$ cat src/ifd_pkg.sv
/*
 * Shared constants and carriers for the indexed pointer decode block:
 * opcode fields, data-address mapping limits, register map and reset values.
 * Assumes it is compiled before every other file of the block.
 */
package ifd_pkg;

   // ------------------------------------------------------------
   // opcode fields
   // ------------------------------------------------------------
   localparam logic [7:0] SUBF_OPC    = 8'hE9;
   localparam int         OPC_HI      = 15;
   localparam int         OPC_LO      = 8;
   localparam int         SEL_HI      = 7;
   localparam int         SEL_LO      = 6;
   localparam int         LIT_HI      = 5;
   localparam int         LIT_W       = 6;
   localparam logic [1:0] SEL_UNLINK  = 2'h3;
   localparam logic [1:0] SPTR_IDX    = 2'h2;
   localparam int         NUM_PTR     = 3;

   // ------------------------------------------------------------
   // data space and access-bank mapping
   // ------------------------------------------------------------
   localparam int         DA_W        = 12;
   localparam int         PC_W        = 21;
   localparam logic [7:0] ACC_SPLIT   = 8'h5F;
   localparam logic [3:0] ACC_HI_BANK = 4'hF;
   localparam logic [3:0] ACC_LO_BANK = 4'h0;

   // ------------------------------------------------------------
   // register map (byte addresses) and fields
   // ------------------------------------------------------------
   localparam logic [7:0]  REG_CFG     = 8'h00;
   localparam logic [7:0]  REG_PTR0    = 8'h04;
   localparam logic [7:0]  REG_PTR1    = 8'h08;
   localparam logic [7:0]  REG_PTR2    = 8'h0C;
   localparam logic [7:0]  REG_STAT    = 8'h10;
   localparam int          CFG_EXT     = 0;
   localparam logic        CFG_EXT_RST = 1'b0;
   localparam int          STAT_BUSY   = 0;
   localparam int          STAT_EXT    = 1;
   localparam int          STAT_CNT_LO = 16;
   localparam logic [1:0]  RESP_OKAY   = 2'h0;
   localparam logic [1:0]  RESP_SLVERR = 2'h2;

   // ------------------------------------------------------------
   // carriers
   // ------------------------------------------------------------
   typedef enum logic [0:0] {ST_RUN, ST_UNLINK_NOP} ifd_state_t;

   typedef struct packed {
      logic        valid;
      logic [15:0] word;
   } ifd_instr_t;

   typedef struct packed {
      logic       valid;
      logic [7:0] faddr;
      logic       access;
      logic       dest;
   } ifd_fref_t;

   typedef struct packed {
      logic            load;
      logic            pop;
      logic            flush;
      logic [PC_W-1:0] pc;
   } ifd_ret_t;

endpackage

$ cat src/ifd_core.sv
/*
 * Indexed pointer decode core: executes the pointer-subtract and the
 * stack-unlink-and-return opcodes, maps file operands to data addresses,
 * and holds the file-select pointers behind an AXI4-Lite slave.
 * Assumes one core clock per instruction cycle and an issuing core on the
 * same clock that holds an instruction until instr_ready.
 */
// The address map and the AXI4-Lite slave port were left to the implementer.
// Summary of operation
// RULE1 - opcode E9h with select and six-bit literal subtracts literal from chosen pointer
// RULE2 - select 0, 1, 2 picks that pointer; no status flag changes
// RULE3 - select 3 is unlink-and-return, acting on the software stack pointer only
// RULE4 - after subtracting, load program counter from return stack top and pop it
// RULE5 - unlink-and-return is one word, two cycles; second cycle idles while fetch refills
// RULE6 - extension off: access bit 0 uses access bank, 1 uses bank select
// RULE7 - extension on, access bit 0, address up to 5Fh: stack pointer plus offset
// RULE8 - extension on, access bit 0, address above 5Fh keeps access-bank mapping
// RULE9 - indexed mapping applies to every file operand carrying an access bit
// RULE10 - stack pointer zero makes indexed addresses equal the plain access-bank ones
// RULE11 - destination bit keeps meaning: 0 to working register, 1 back to memory
// RULE12 - one configuration bit enables both the new opcodes and indexed mapping
// RULE13 - pointer subtraction is twelve bits wide, wrapping modulo 4096
// RULE14 - indexed address is twelve-bit sum of stack pointer and seven-bit offset
`timescale 1ns/1ps
module ifd_core #(
   parameter int ADDR_W = 8,
   parameter int CNT_W  = 8
) (
   // clock, reset, enable
   input  wire logic                        core_clk,
   input  wire logic                        rst_b,
   input  wire logic                        ce,
   // instruction issue
   input  wire ifd_pkg::ifd_instr_t         instr,
   output logic                             instr_ready,
   // return stack and program counter
   input  wire logic [ifd_pkg::PC_W-1:0]    top_of_return_stack,
   output ifd_pkg::ifd_ret_t                ret,
   // file operand mapping
   input  wire ifd_pkg::ifd_fref_t          fref,
   input  wire logic [3:0]                  bank_select_register,
   output logic [ifd_pkg::DA_W-1:0]         data_addr,
   output logic                             data_addr_valid,
   output logic                             dest_is_w,
   output logic [ifd_pkg::DA_W-1:0]         software_stack_pointer,
   output logic                             extension_enable_bit,
   // AXI4-Lite slave
   input  wire logic                        s_axi_awvalid,
   output logic                             s_axi_awready,
   input  wire logic [ADDR_W-1:0]           s_axi_awaddr,
   input  wire logic [2:0]                  s_axi_awprot,
   input  wire logic                        s_axi_wvalid,
   output logic                             s_axi_wready,
   input  wire logic [31:0]                 s_axi_wdata,
   input  wire logic [3:0]                  s_axi_wstrb,
   output logic                             s_axi_bvalid,
   input  wire logic                        s_axi_bready,
   output logic [1:0]                       s_axi_bresp,
   input  wire logic                        s_axi_arvalid,
   output logic                             s_axi_arready,
   input  wire logic [ADDR_W-1:0]           s_axi_araddr,
   input  wire logic [2:0]                  s_axi_arprot,
   output logic                             s_axi_rvalid,
   input  wire logic                        s_axi_rready,
   output logic [31:0]                      s_axi_rdata,
   output logic [1:0]                       s_axi_rresp
);
   generate
      if (ADDR_W < 5 || CNT_W < 1 || CNT_W > 16) begin : g_bad
         $error("unsupported ADDR_W or CNT_W");
      end
   endgenerate

   // ------------------------------------------------------------
   // state
   // ------------------------------------------------------------
   typedef struct packed {
      ifd_pkg::ifd_state_t                        st;
      logic [ifd_pkg::NUM_PTR-1:0][ifd_pkg::DA_W-1:0] ptr;
      logic                                       ext;
      logic [CNT_W-1:0]                           cnt;
      logic                                       aw_got;
      logic                                       w_got;
      logic [ADDR_W-1:0]                          awaddr;
      logic [31:0]                                wdata;
      logic [3:0]                                 wstrb;
      logic                                       bvalid;
      logic [1:0]                                 bresp;
      logic                                       rvalid;
      logic [31:0]                                rdata;
      logic [1:0]                                 rresp;
      ifd_pkg::ifd_ret_t                          ret;
      logic [ifd_pkg::DA_W-1:0]                   daddr;
      logic                                       dav;
      logic                                       dw;
   } ifd_core_st_t;

   localparam ifd_core_st_t ST_RST = ifd_core_st_t'('0);

   ifd_core_st_t               s_reg;
   ifd_core_st_t               s_next;
   logic [1:0]                 sel;
   logic [1:0]                 sub_idx;
   logic [ifd_pkg::LIT_W-1:0]  lit;
   logic [ifd_pkg::DA_W-1:0]   diff;
   logic [ifd_pkg::DA_W-1:0]   map_addr;
   logic                       ext_op;
   logic                       wr_fire;
   logic [31:0]                rd_data;
   logic                       rd_err;
   logic [31:0]                wr_img;

   // ------------------------------------------------------------
   // opcode fields and datapath leaves
   // ------------------------------------------------------------
   assign sel     = instr.word[ifd_pkg::SEL_HI:ifd_pkg::SEL_LO];
   assign lit     = instr.word[ifd_pkg::LIT_HI:0];
   // select 3 is redirected to the stack pointer
   assign sub_idx = (sel == ifd_pkg::SEL_UNLINK) ? ifd_pkg::SPTR_IDX : sel; // see RULE3
   // the new opcode exists only with the extension on
   assign ext_op  = instr_ready && instr.valid && s_reg.ext
                    && instr.word[ifd_pkg::OPC_HI:ifd_pkg::OPC_LO] == ifd_pkg::SUBF_OPC; // see RULE1 see RULE12

   ifd_ptr_sub #(
      .W   (ifd_pkg::DA_W),
      .K_W (ifd_pkg::LIT_W)
   ) u_sub (
      .ptr_in  (s_reg.ptr[sub_idx]),
      .lit     (lit),
      .ptr_out (diff)
   ); // see RULE13

   ifd_addr_map u_map (
      .faddr    (fref.faddr),
      .access   (fref.access),
      .ext      (s_reg.ext),
      .bank_sel (bank_select_register),
      .sptr     (s_reg.ptr[ifd_pkg::SPTR_IDX]),
      .addr     (map_addr)
   ); // see RULE6 see RULE7 see RULE8 see RULE14

   // ------------------------------------------------------------
   // register read decode
   // ------------------------------------------------------------
   always_comb begin
      rd_data = 32'h0000_0000;
      rd_err  = 1'b0;
      if (s_axi_araddr == ifd_pkg::REG_CFG) begin
         rd_data[ifd_pkg::CFG_EXT] = s_reg.ext;
      end else if (s_axi_araddr == ifd_pkg::REG_PTR0) begin
         rd_data[ifd_pkg::DA_W-1:0] = s_reg.ptr[0];
      end else if (s_axi_araddr == ifd_pkg::REG_PTR1) begin
         rd_data[ifd_pkg::DA_W-1:0] = s_reg.ptr[1];
      end else if (s_axi_araddr == ifd_pkg::REG_PTR2) begin
         rd_data[ifd_pkg::DA_W-1:0] = s_reg.ptr[2];
      end else if (s_axi_araddr == ifd_pkg::REG_STAT) begin
         rd_data[ifd_pkg::STAT_BUSY] = (s_reg.st == ifd_pkg::ST_UNLINK_NOP);
         rd_data[ifd_pkg::STAT_EXT]  = s_reg.ext;
         rd_data[ifd_pkg::STAT_CNT_LO +: CNT_W] = s_reg.cnt;
      end else begin
         rd_err = 1'b1;
      end
   end

   // byte-lane merge of a write into the current register image
   function automatic logic [31:0] merge(input logic [31:0] old, input logic [31:0] wd, input logic [3:0] st);
      logic [31:0] r;
      r = old;
      for (int i = 0; i < 4; i++) begin
         if (st[i]) begin
            r[8*i +: 8] = wd[8*i +: 8];
         end
      end
      return r;
   endfunction

   // ------------------------------------------------------------
   // next state
   // ------------------------------------------------------------
   assign wr_fire = s_reg.aw_got && s_reg.w_got && !s_reg.bvalid;

   always_comb begin
      s_next = s_reg;
      s_next.ret.load  = 1'b0;
      s_next.ret.pop   = 1'b0;
      s_next.ret.flush = 1'b0;
      wr_img           = 32'h0000_0000;
      // operand mapping for every file operand, no opcode exempted
      s_next.dav   = fref.valid; // see RULE9
      s_next.daddr = map_addr;
      s_next.dw    = !fref.dest; // see RULE11

      // bus write path
      if (s_axi_awvalid && s_axi_awready) begin
         s_next.aw_got = 1'b1;
         s_next.awaddr = s_axi_awaddr;
      end
      if (s_axi_wvalid && s_axi_wready) begin
         s_next.w_got = 1'b1;
         s_next.wdata = s_axi_wdata;
         s_next.wstrb = s_axi_wstrb;
      end
      if (s_reg.bvalid && s_axi_bready) begin
         s_next.bvalid = 1'b0;
      end
      if (wr_fire) begin
         s_next.aw_got = 1'b0;
         s_next.w_got  = 1'b0;
         s_next.bvalid = 1'b1;
         s_next.bresp  = ifd_pkg::RESP_OKAY;
         if (s_reg.awaddr == ifd_pkg::REG_CFG) begin
            wr_img     = merge({31'h0, s_reg.ext}, s_reg.wdata, s_reg.wstrb);
            s_next.ext = wr_img[ifd_pkg::CFG_EXT]; // see RULE12
         end else if (s_reg.awaddr == ifd_pkg::REG_PTR0) begin
            wr_img        = merge({20'h0_0000, s_reg.ptr[0]}, s_reg.wdata, s_reg.wstrb);
            s_next.ptr[0] = wr_img[ifd_pkg::DA_W-1:0];
         end else if (s_reg.awaddr == ifd_pkg::REG_PTR1) begin
            wr_img        = merge({20'h0_0000, s_reg.ptr[1]}, s_reg.wdata, s_reg.wstrb);
            s_next.ptr[1] = wr_img[ifd_pkg::DA_W-1:0];
         end else if (s_reg.awaddr == ifd_pkg::REG_PTR2) begin
            wr_img        = merge({20'h0_0000, s_reg.ptr[2]}, s_reg.wdata, s_reg.wstrb);
            s_next.ptr[2] = wr_img[ifd_pkg::DA_W-1:0];
         end else if (s_reg.awaddr != ifd_pkg::REG_STAT) begin
            s_next.bresp = ifd_pkg::RESP_SLVERR;
         end
      end

      // bus read path
      if (s_reg.rvalid && s_axi_rready) begin
         s_next.rvalid = 1'b0;
      end
      if (s_axi_arvalid && s_axi_arready) begin
         s_next.rvalid = 1'b1;
         s_next.rdata  = rd_data;
         s_next.rresp  = rd_err ? ifd_pkg::RESP_SLVERR : ifd_pkg::RESP_OKAY;
      end

      // instruction execution; placed after the bus so the core wins a clash
      case (s_reg.st)
         ifd_pkg::ST_RUN: begin
            if (ext_op) begin
               s_next.ptr[sub_idx] = diff; // see RULE1 see RULE2 see RULE13
               s_next.cnt          = s_reg.cnt + CNT_W'(1);
               if (sel == ifd_pkg::SEL_UNLINK) begin
                  s_next.ret.load  = 1'b1; // see RULE4
                  s_next.ret.pop   = 1'b1;
                  s_next.ret.flush = 1'b1;
                  s_next.ret.pc    = top_of_return_stack;
                  s_next.st        = ifd_pkg::ST_UNLINK_NOP; // see RULE5
               end
            end
         end
         ifd_pkg::ST_UNLINK_NOP: begin
            // idle cycle while fetch restarts from the new counter
            s_next.st = ifd_pkg::ST_RUN; // see RULE5
         end
         default: begin
            s_next.st = ifd_pkg::ST_RUN;
         end
      endcase
   end

   always_ff @(posedge core_clk or negedge rst_b) begin
      if (!rst_b) begin
         s_reg <= ST_RST;
      end else if (ce) begin
         s_reg <= s_next;
      end
   end

   // ------------------------------------------------------------
   // outputs
   // ------------------------------------------------------------
   // readies drop with ce so no instruction, AW, W or AR handshake is taken while frozen; bvalid and rvalid are not gated
   assign instr_ready            = ce && s_reg.st == ifd_pkg::ST_RUN;
   assign s_axi_awready          = ce && !s_reg.aw_got && !s_reg.bvalid;
   assign s_axi_wready           = ce && !s_reg.w_got && !s_reg.bvalid;
   assign s_axi_arready          = ce && !s_reg.rvalid;
   assign s_axi_bvalid           = s_reg.bvalid;
   assign s_axi_bresp            = s_reg.bresp;
   assign s_axi_rvalid           = s_reg.rvalid;
   assign s_axi_rdata            = s_reg.rdata;
   assign s_axi_rresp            = s_reg.rresp;
   assign ret                    = s_reg.ret;
   assign data_addr              = s_reg.daddr;
   assign data_addr_valid        = s_reg.dav;
   assign dest_is_w              = s_reg.dw;
   assign software_stack_pointer = s_reg.ptr[ifd_pkg::SPTR_IDX];
   assign extension_enable_bit   = s_reg.ext;

   // ------------------------------------------------------------
   // assertions
   // ------------------------------------------------------------
   a_sub_result: assert property (@(posedge core_clk) disable iff (!rst_b) // see RULE1
      ce && ext_op && sel != ifd_pkg::SEL_UNLINK
      |=> s_reg.ptr[$past(sel)] == $past(s_reg.ptr[sel]) - ifd_pkg::DA_W'($past(lit)))
      else $error("pointer subtract result wrong");

   a_sel_other_kept: assert property (@(posedge core_clk) disable iff (!rst_b) // see RULE2
      ce && ext_op && !wr_fire && sel == 2'h0 |=> $stable(s_reg.ptr[1]) && $stable(s_reg.ptr[2]))
      else $error("unselected pointer changed");

   a_unlink_sptr: assert property (@(posedge core_clk) disable iff (!rst_b) // see RULE3
      ce && ext_op && sel == ifd_pkg::SEL_UNLINK
      |=> software_stack_pointer == $past(s_reg.ptr[2]) - ifd_pkg::DA_W'($past(lit)))
      else $error("unlink did not update stack pointer");

   a_unlink_return: assert property (@(posedge core_clk) disable iff (!rst_b) // see RULE4
      ce && ext_op && sel == ifd_pkg::SEL_UNLINK
      |=> ret.load && ret.pop && ret.flush && ret.pc == $past(top_of_return_stack) ##1 !ret.load)
      else $error("return not performed once");

   a_unlink_two_cyc: assert property (@(posedge core_clk) disable iff (!rst_b) // see RULE5
      ce && ext_op && sel == ifd_pkg::SEL_UNLINK ##1 ce
      |-> s_reg.st == ifd_pkg::ST_UNLINK_NOP ##1 s_reg.st == ifd_pkg::ST_RUN)
      else $error("unlink is not two cycles");

   a_bank_map: assert property (@(posedge core_clk) disable iff (!rst_b) // see RULE6
      ce && fref.valid && fref.access |=> data_addr == {$past(bank_select_register), $past(fref.faddr)})
      else $error("banked address wrong");

   a_index_map: assert property (@(posedge core_clk) disable iff (!rst_b) // see RULE7
      ce && fref.valid && s_reg.ext && !fref.access && fref.faddr <= ifd_pkg::ACC_SPLIT
      |=> data_addr == $past(software_stack_pointer) + {5'h00, $past(fref.faddr[6:0])})
      else $error("indexed address wrong");

   a_upper_access: assert property (@(posedge core_clk) disable iff (!rst_b) // see RULE8
      ce && fref.valid && !fref.access && fref.faddr > ifd_pkg::ACC_SPLIT
      |=> data_addr == {ifd_pkg::ACC_HI_BANK, $past(fref.faddr)})
      else $error("upper access bank address wrong");

   a_zero_compat: assert property (@(posedge core_clk) disable iff (!rst_b) // see RULE10
      ce && fref.valid && !fref.access && fref.faddr <= ifd_pkg::ACC_SPLIT && software_stack_pointer == 12'h000
      |=> data_addr == {4'h0, $past(fref.faddr)})
      else $error("zero pointer not backward compatible");

   a_dest_keep: assert property (@(posedge core_clk) disable iff (!rst_b) // see RULE11
      ce && fref.valid |=> data_addr_valid && dest_is_w == !$past(fref.dest))
      else $error("destination select altered");

   a_ext_off_inert: assert property (@(posedge core_clk) disable iff (!rst_b) // see RULE12
      ce && !s_reg.ext && instr.valid && !wr_fire |=> $stable(s_reg.ptr) && !ret.load)
      else $error("extended opcode ran while disabled");

   // a low enable must hold every register, bus side included
   a_ce_freeze: assert property (@(posedge core_clk) disable iff (!rst_b)
      !ce |=> $stable(s_reg))
      else $error("state moved while enable low");
endmodule

$ cat src/ifd_ptr_sub.sv
/*
 * Pointer subtractor: pointer minus zero-extended literal, modulo 2**W.
 * Assumes a purely combinational use inside the core clock domain.
 */
`timescale 1ns/1ps
module ifd_ptr_sub #(
   parameter int W   = 12,
   parameter int K_W = 6
) (
   // operands
   input  wire logic [W-1:0]   ptr_in,
   input  wire logic [K_W-1:0] lit,
   // result
   output logic [W-1:0]        ptr_out
);
   generate
      if (K_W > W) begin : g_bad
         $error("literal wider than pointer");
      end
   endgenerate

   // wraps on underflow and touches no flags
   assign ptr_out = ptr_in - W'(lit);
endmodule

$ cat src/ifd_addr_map.sv
/*
 * Data-address mapper for byte- and bit-oriented file operands.
 * Assumes the caller supplies the operand fields, bank select and stack pointer.
 */
`timescale 1ns/1ps
module ifd_addr_map (
   // operand
   input  wire logic [7:0]              faddr,
   input  wire logic                    access,
   // context
   input  wire logic                    ext,
   input  wire logic [3:0]              bank_sel,
   input  wire logic [ifd_pkg::DA_W-1:0] sptr,
   // result
   output logic [ifd_pkg::DA_W-1:0]     addr
);
   always_comb begin
      if (access) begin
         addr = {bank_sel, faddr}; // see RULE6
      end else if (ext && faddr <= ifd_pkg::ACC_SPLIT) begin
         // offset from stack pointer, wraps in the data space
         addr = sptr + {5'h00, faddr[6:0]}; // see RULE7 see RULE14
      end else if (faddr <= ifd_pkg::ACC_SPLIT) begin
         addr = {ifd_pkg::ACC_LO_BANK, faddr}; // see RULE6 see RULE10
      end else begin
         addr = {ifd_pkg::ACC_HI_BANK, faddr}; // see RULE8
      end
   end
endmodule

$ cat config.mk
export PLATFORM = sky130hd
export DESIGN_NAME = ifd_core
export DESIGN_NICKNAME = d
export VERILOG_FILES = /design/src/ifd_pkg.sv /design/src/ifd_core.sv /design/src/ifd_ptr_sub.sv /design/src/ifd_addr_map.sv
export SDC_FILE = /design/constraint.sdc
export NUM_CORES = 1
export LEC_CHECK = 0
export CAP_MARGIN = 40
export CELL_PAD_IN_SITES_DETAIL_PLACEMENT = 2
export CELL_PAD_IN_SITES_GLOBAL_PLACEMENT = 2
export CORE_ASPECT_RATIO = 1.75
export CORE_UTILIZATION = 43
export DETAILED_ROUTE_END_ITERATION = 8
export DONT_BUFFER_PORTS = 1
export PLACE_DENSITY = 0.85
export SLEW_MARGIN = 25
export SYNTH_ARGS = -nofsm -noshare
export SYNTH_HDL_FRONTEND = slang
export SYNTH_HIERARCHICAL = 1
export SYNTH_SLANG_ARGS = --single-unit
export TNS_END_PERCENT = 1
$ cat constraint.sdc
create_clock -name core_clk -period 5 [get_ports core_clk]
set_input_delay 1 -clock core_clk [delete_from_list [all_inputs] [get_ports core_clk]]
set_output_delay 1 -clock core_clk [all_outputs]
set_load 0.02 [all_outputs]
==> run_summary.xml <==
<?xml version="1.0" encoding="UTF-8"?>
<metrics>
  <group name="status">
    <metric name="status" unit="">complete, no violations</metric>
  </group>
  <group name="global_routing">
    <metric name="grt_max_degree" unit="">130</metric>
    <metric name="global_route.overflow_total" unit="">0</metric>
    <metric name="grtUsageTotal" unit="">0.265</metric>
    <metric name="initial_antenna_violation_count" unit="">0</metric>
    <metric name="grt_first_pass_wirelength" unit="um">35000</metric>
    <metric name="vias_in_the_first_global_route" unit="">6104</metric>
  </group>
  <group name="critical_path">
    <metric name="worstRegToRegCells" unit="">9</metric>
    <metric name="crit_path_cell_trace" unit="">ha_1 -&gt; inv_1 -&gt; fa_1 -&gt; and2b_2 -&gt; o31ai_1 -&gt; a21oi_1 -&gt; xnor2_1 -&gt; o22ai_1 -&gt; mux2_2</metric>
    <metric name="cp.arrival" unit="ps">3210</metric>
    <metric name="crit_path_start_kind" unit="">register</metric>
    <metric name="max_stage_delay" unit="ps">520</metric>
    <metric name="cp.required" unit="ps">5300</metric>
    <metric name="critical_path.n_buffers_inverters" unit="">1</metric>
    <metric name="path_delay_family" unit="">compound AO/OA/AOI/OAI gates</metric>
    <metric name="cpMaxStageDelayCell" unit="">sky130_fd_sc_hd__dfrtp_1</metric>
    <metric name="critPathCaptureType" unit="">register</metric>
    <metric name="worst-path-max-fanout" unit="">5</metric>
    <metric name="worstSetupPathType" unit="">register to register</metric>
    <metric name="worst-path-stages" unit="">9</metric>
  </group>
  <group name="sta">
    <metric name="finalWorstPathRequiredPeriod" unit="ps">2910</metric>
    <metric name="skew" unit="ps">8.05</metric>
    <metric name="report.final.setup_viol" unit="">0</metric>
    <metric name="relSlewSlack" unit="">0.460</metric>
    <metric name="timing_hold_violations_final" unit="">0</metric>
    <metric name="fin_setup_tns" unit="ps">0</metric>
    <metric name="slew_viol_final" unit="">0</metric>
    <metric name="unrepaired_setup_endpoints_after_global_routing" unit="">false</metric>
    <metric name="worst-slew-pin-transition" unit="ps">811</metric>
    <metric name="min_period_over_period" unit="">0.581</metric>
    <metric name="max_freq" unit="GHz">0.344</metric>
  </group>
  <group name="clocking">
    <metric name="cts.htree.levels" unit="">4</metric>
    <metric name="clock_insertion_delay_worst_skew" unit="ps">420</metric>
    <metric name="tritoncts_sinks" unit="">129</metric>
    <metric name="post_cts.resized_instances" unit="">0</metric>
    <metric name="clock_tree.buffer_depth" unit="">2</metric>
    <metric name="cts_tree" unit="">built</metric>
    <metric name="cts.root.buffer_cell" unit="">sky130_fd_sc_hd__clkbuf_16</metric>
    <metric name="numCtsBuffers" unit="">17</metric>
    <metric name="clkTransAtPathRegs" unit="ps">60</metric>
    <metric name="post_cts_buffers" unit="">0</metric>
    <metric name="cts_hold_buf" unit="">0</metric>
  </group>
  <group name="placed_design">
    <metric name="globalplace.congestion" unit="">0.829</metric>
    <metric name="place_inst" unit="">846</metric>
    <metric name="detailed_place_hpwl" unit="um">16300</metric>
    <metric name="buffer_ports.inserted" unit="">0</metric>
  </group>
  <group name="power">
    <metric name="fraction_of_power_spent_switching_nets" unit="">0.306</metric>
    <metric name="leakagePower" unit="nW">3.57</metric>
    <metric name="share_seq_of_total_power" unit="">0.452</metric>
    <metric name="netSwitchingPower" unit="mW">0.957</metric>
    <metric name="p_comb_frac" unit="">0.150</metric>
    <metric name="power_per_cell_area" unit="nW/um^2">404</metric>
    <metric name="cell_internal_pwr" unit="mW">2.17</metric>
    <metric name="worst_ir_drop_vdd" unit="V">0.000239</metric>
    <metric name="share_clk_of_total_power" unit="">0.398</metric>
  </group>
  <group name="finish">
    <metric name="largest_reg_flops" unit="">57</metric>
    <metric name="fill_cells" unit="">1765</metric>
    <metric name="layout.cells.most_common" unit="">sky130_fd_sc_hd__dfrtp_1</metric>
    <metric name="layout-area-overhead-vs-synth" unit="%">3.25</metric>
    <metric name="final_cell_mix" unit="">sky130_fd_sc_hd__dfrtp_1 (129), sky130_fd_sc_hd__mux2_2 (70), sky130_fd_sc_hd__nand2_1 (64)</metric>
    <metric name="sequential_cell_area" unit="um^2">3230</metric>
    <metric name="design.final.nets" unit="">773</metric>
    <metric name="post_layout_nonfiller_instances" unit="">878</metric>
    <metric name="multi_input_area" unit="um^2">3530</metric>
    <metric name="final_layout_size_suffix_gt1_frac" unit="">0.200</metric>
    <metric name="antenna_cells" unit="">0</metric>
  </group>
  <group name="job">
    <metric name="drv_cap" unit="">0</metric>
  </group>
  <group name="route">
    <metric name="post_route_drc_violation_count" unit="">0</metric>
    <metric name="postRouteAntennaNets" unit="">0</metric>
    <metric name="vias" unit="">5249</metric>
    <metric name="drtPass1Iterations" unit="">4</metric>
    <metric name="routed_via_density" unit="">5.98</metric>
    <metric name="wire_per_inst" unit="um">26.2</metric>
    <metric name="detail_route.iter0.violations" unit="">237</metric>
    <metric name="detail_route.wirelength" unit="um">23000</metric>
  </group>
  <group name="yosys">
    <metric name="synth.ff_latch_count" unit="">129</metric>
    <metric name="synth.avg_cell_area" unit="um^2">10.5</metric>
    <metric name="synth-main-ff-cell" unit="">sky130_fd_sc_hd__dfrtp_1</metric>
    <metric name="synth_cells" unit="">711</metric>
    <metric name="synth_cell_types" unit="">66</metric>
    <metric name="asyncSetResetFlopFracSynth" unit="">1.00</metric>
    <metric name="mappedNetlistArea" unit="um^2">7500</metric>
    <metric name="synth-edff-count" unit="">0</metric>
    <metric name="yosysWarningCount" unit="">6</metric>
    <metric name="proportion_of_synthesized_chip_area_in_sequential_cells" unit="">0.430</metric>
  </group>
  <group name="floorplanning">
    <metric name="die_x" unit="um">102</metric>
    <metric name="core_area" unit="um^2">17000</metric>
    <metric name="io_pins" unit="">212</metric>
    <metric name="rows" unit="">63</metric>
    <metric name="fp.dieArea" unit="um^2">18000</metric>
    <metric name="starting_density_of_the_core" unit="">0.440</metric>
    <metric name="fp.dieH" unit="um">177</metric>
  </group>
  <group name="min_path">
    <metric name="worst_hold_path_type" unit="">input port to async pin</metric>
  </group>
</metrics>
through the flow:
| step | total power [mW] | hold WS (ps) | setup slack, ps | utilization | instance area (um^2) |
|---|---|---|---|---|---|
| after detailed placement | 1.89 | 483 | 1760 | 0.420 | 7160 |
| after CTS | 3.16 | 248 | 2150 | 0.455 | 7740 |
| after floorplan | 1.77 | 446 | 1280 | - | 7550 |
| final | 3.13 | 271 | 2090 | 0.455 | 7740 |
| after global placement | 1.83 | 464 | 1870 | 0.418 | 7110 |
| after global routing | 3.25 | 248 | 2010 | 0.455 | 7740 |
synthesized netlist by cell type, types with 3 or more instances:
library cell                count  area share
sky130_fd_sc_hd__a21oi_1       21       0.014
sky130_fd_sc_hd__nand4_1        5      0.0042
sky130_fd_sc_hd__nor2b_1       12       0.010
sky130_fd_sc_hd__nor2_1        25       0.013
sky130_fd_sc_hd__nor3_1         5      0.0033
sky130_fd_sc_hd__dfrtp_1      129        0.43
sky130_fd_sc_hd__clkbuf_1      21       0.011
sky130_fd_sc_hd__a22oi_1       11       0.011
sky130_fd_sc_hd__mux2i_1       47       0.063
sky130_fd_sc_hd__a21o_1         5      0.0050
sky130_fd_sc_hd__o211ai_1       3      0.0030
sky130_fd_sc_hd__buf_2          6      0.0040
sky130_fd_sc_hd__buf_4         84       0.084
sky130_fd_sc_hd__nand4b_1       4      0.0047
sky130_fd_sc_hd__and2_1         3      0.0025
sky130_fd_sc_hd__o21a_1         3      0.0030
sky130_fd_sc_hd__nand3_1        9      0.0060
sky130_fd_sc_hd__nand2_1       64       0.032
sky130_fd_sc_hd__o2111ai_1      3      0.0035
sky130_fd_sc_hd__xor2_1         9       0.011
sky130_fd_sc_hd__o22ai_1        4      0.0033
sky130_fd_sc_hd__mux2_2        70        0.11
sky130_fd_sc_hd__xnor2_1       17       0.020
sky130_fd_sc_hd__o21ai_0       58       0.039
sky130_fd_sc_hd__ha_1          14       0.023
sky130_fd_sc_hd__inv_1         15      0.0075
sky130_fd_sc_hd__nand2b_1       5      0.0042
sky130_fd_sc_hd__or4_1          4      0.0040
sky130_fd_sc_hd__a22o_1         9       0.011
per-layer routing:
| layer | vias up | share of wire | GRT usage |
|---|---|---|---|
| met5 | - | 0 | 0 |
| met4 | 0 | 0.050 | 0.154 |
| met3 | 57 | 0.061 | 0.0707 |
| met2 | 199 | 0.55 | 0.492 |
| met1 | 2723 | 0.34 | 0.256 |
| li1 | 2270 | - | - |
final timing paths:
path,endpoint,from,slack [ps]
min,data_addr[0]$_DFFE_PN0P_,rst_b,270
max,data_addr[8]$_DFFE_PN0P_,software_stack_pointer[0]$_DFFE_PN0P_,2090
min in group core_clk,s_reg[129]$_DFFE_PN0P_,s_reg[129]$_DFFE_PN0P_,480
min reg2reg,s_reg[129]$_DFFE_PN0P_,s_reg[129]$_DFFE_PN0P_,480
max in group asynchronous,s_reg[148]$_DFFE_PN0P_,rst_b,4520
max reg2reg,data_addr[8]$_DFFE_PN0P_,software_stack_pointer[0]$_DFFE_PN0P_,2090
kinds of logic (layout without fill, tap and decap cells):
group | count (synthesis) | in the layout | share of synthesized area
AND/OR/NAND/NOR | 166 | 166 | 0.124
flip-flops | 129 | 129 | 0.430
AO/OA/AOI/OAI | 128 | 128 | 0.109
buffers and inverters | 127 | 54 | 0.107
multiplexers | 118 | 118 | 0.171
XOR/XNOR | 26 | 26 | 0.0304
adder cells (fa/ha/maj) | 16 | 16 | 0.0287
other | 1 | 14 | 0.000500
layout make-up:
| type | count | area share |
|---|---|---|
| Multi-Input combinational cell | 468 | 0.456 |
| Sequential cell | 129 | 0.417 |
| Clock buffer | 19 | 0.0585 |
| Tap cell | 227 | 0.0367 |
| Clock inverter | 13 | 0.0175 |
| Timing Repair Buffer | 7 | 0.00743 |
| Inverter | 15 | 0.00727 |
power by group through the flow:
stage | combinational (mW) | sequential (mW) | clock, mW
detailed placement | 0.458 | 1.43 | 0
CTS | 0.475 | 1.41 | 1.28
global route | 0.506 | 1.43 | 1.31
finish | 0.470 | 1.42 | 1.25
floorplan | 0.456 | 1.32 | 0
global placement | 0.419 | 1.41 | 0
No activity file was read; power rests on OpenSTA's default activity.
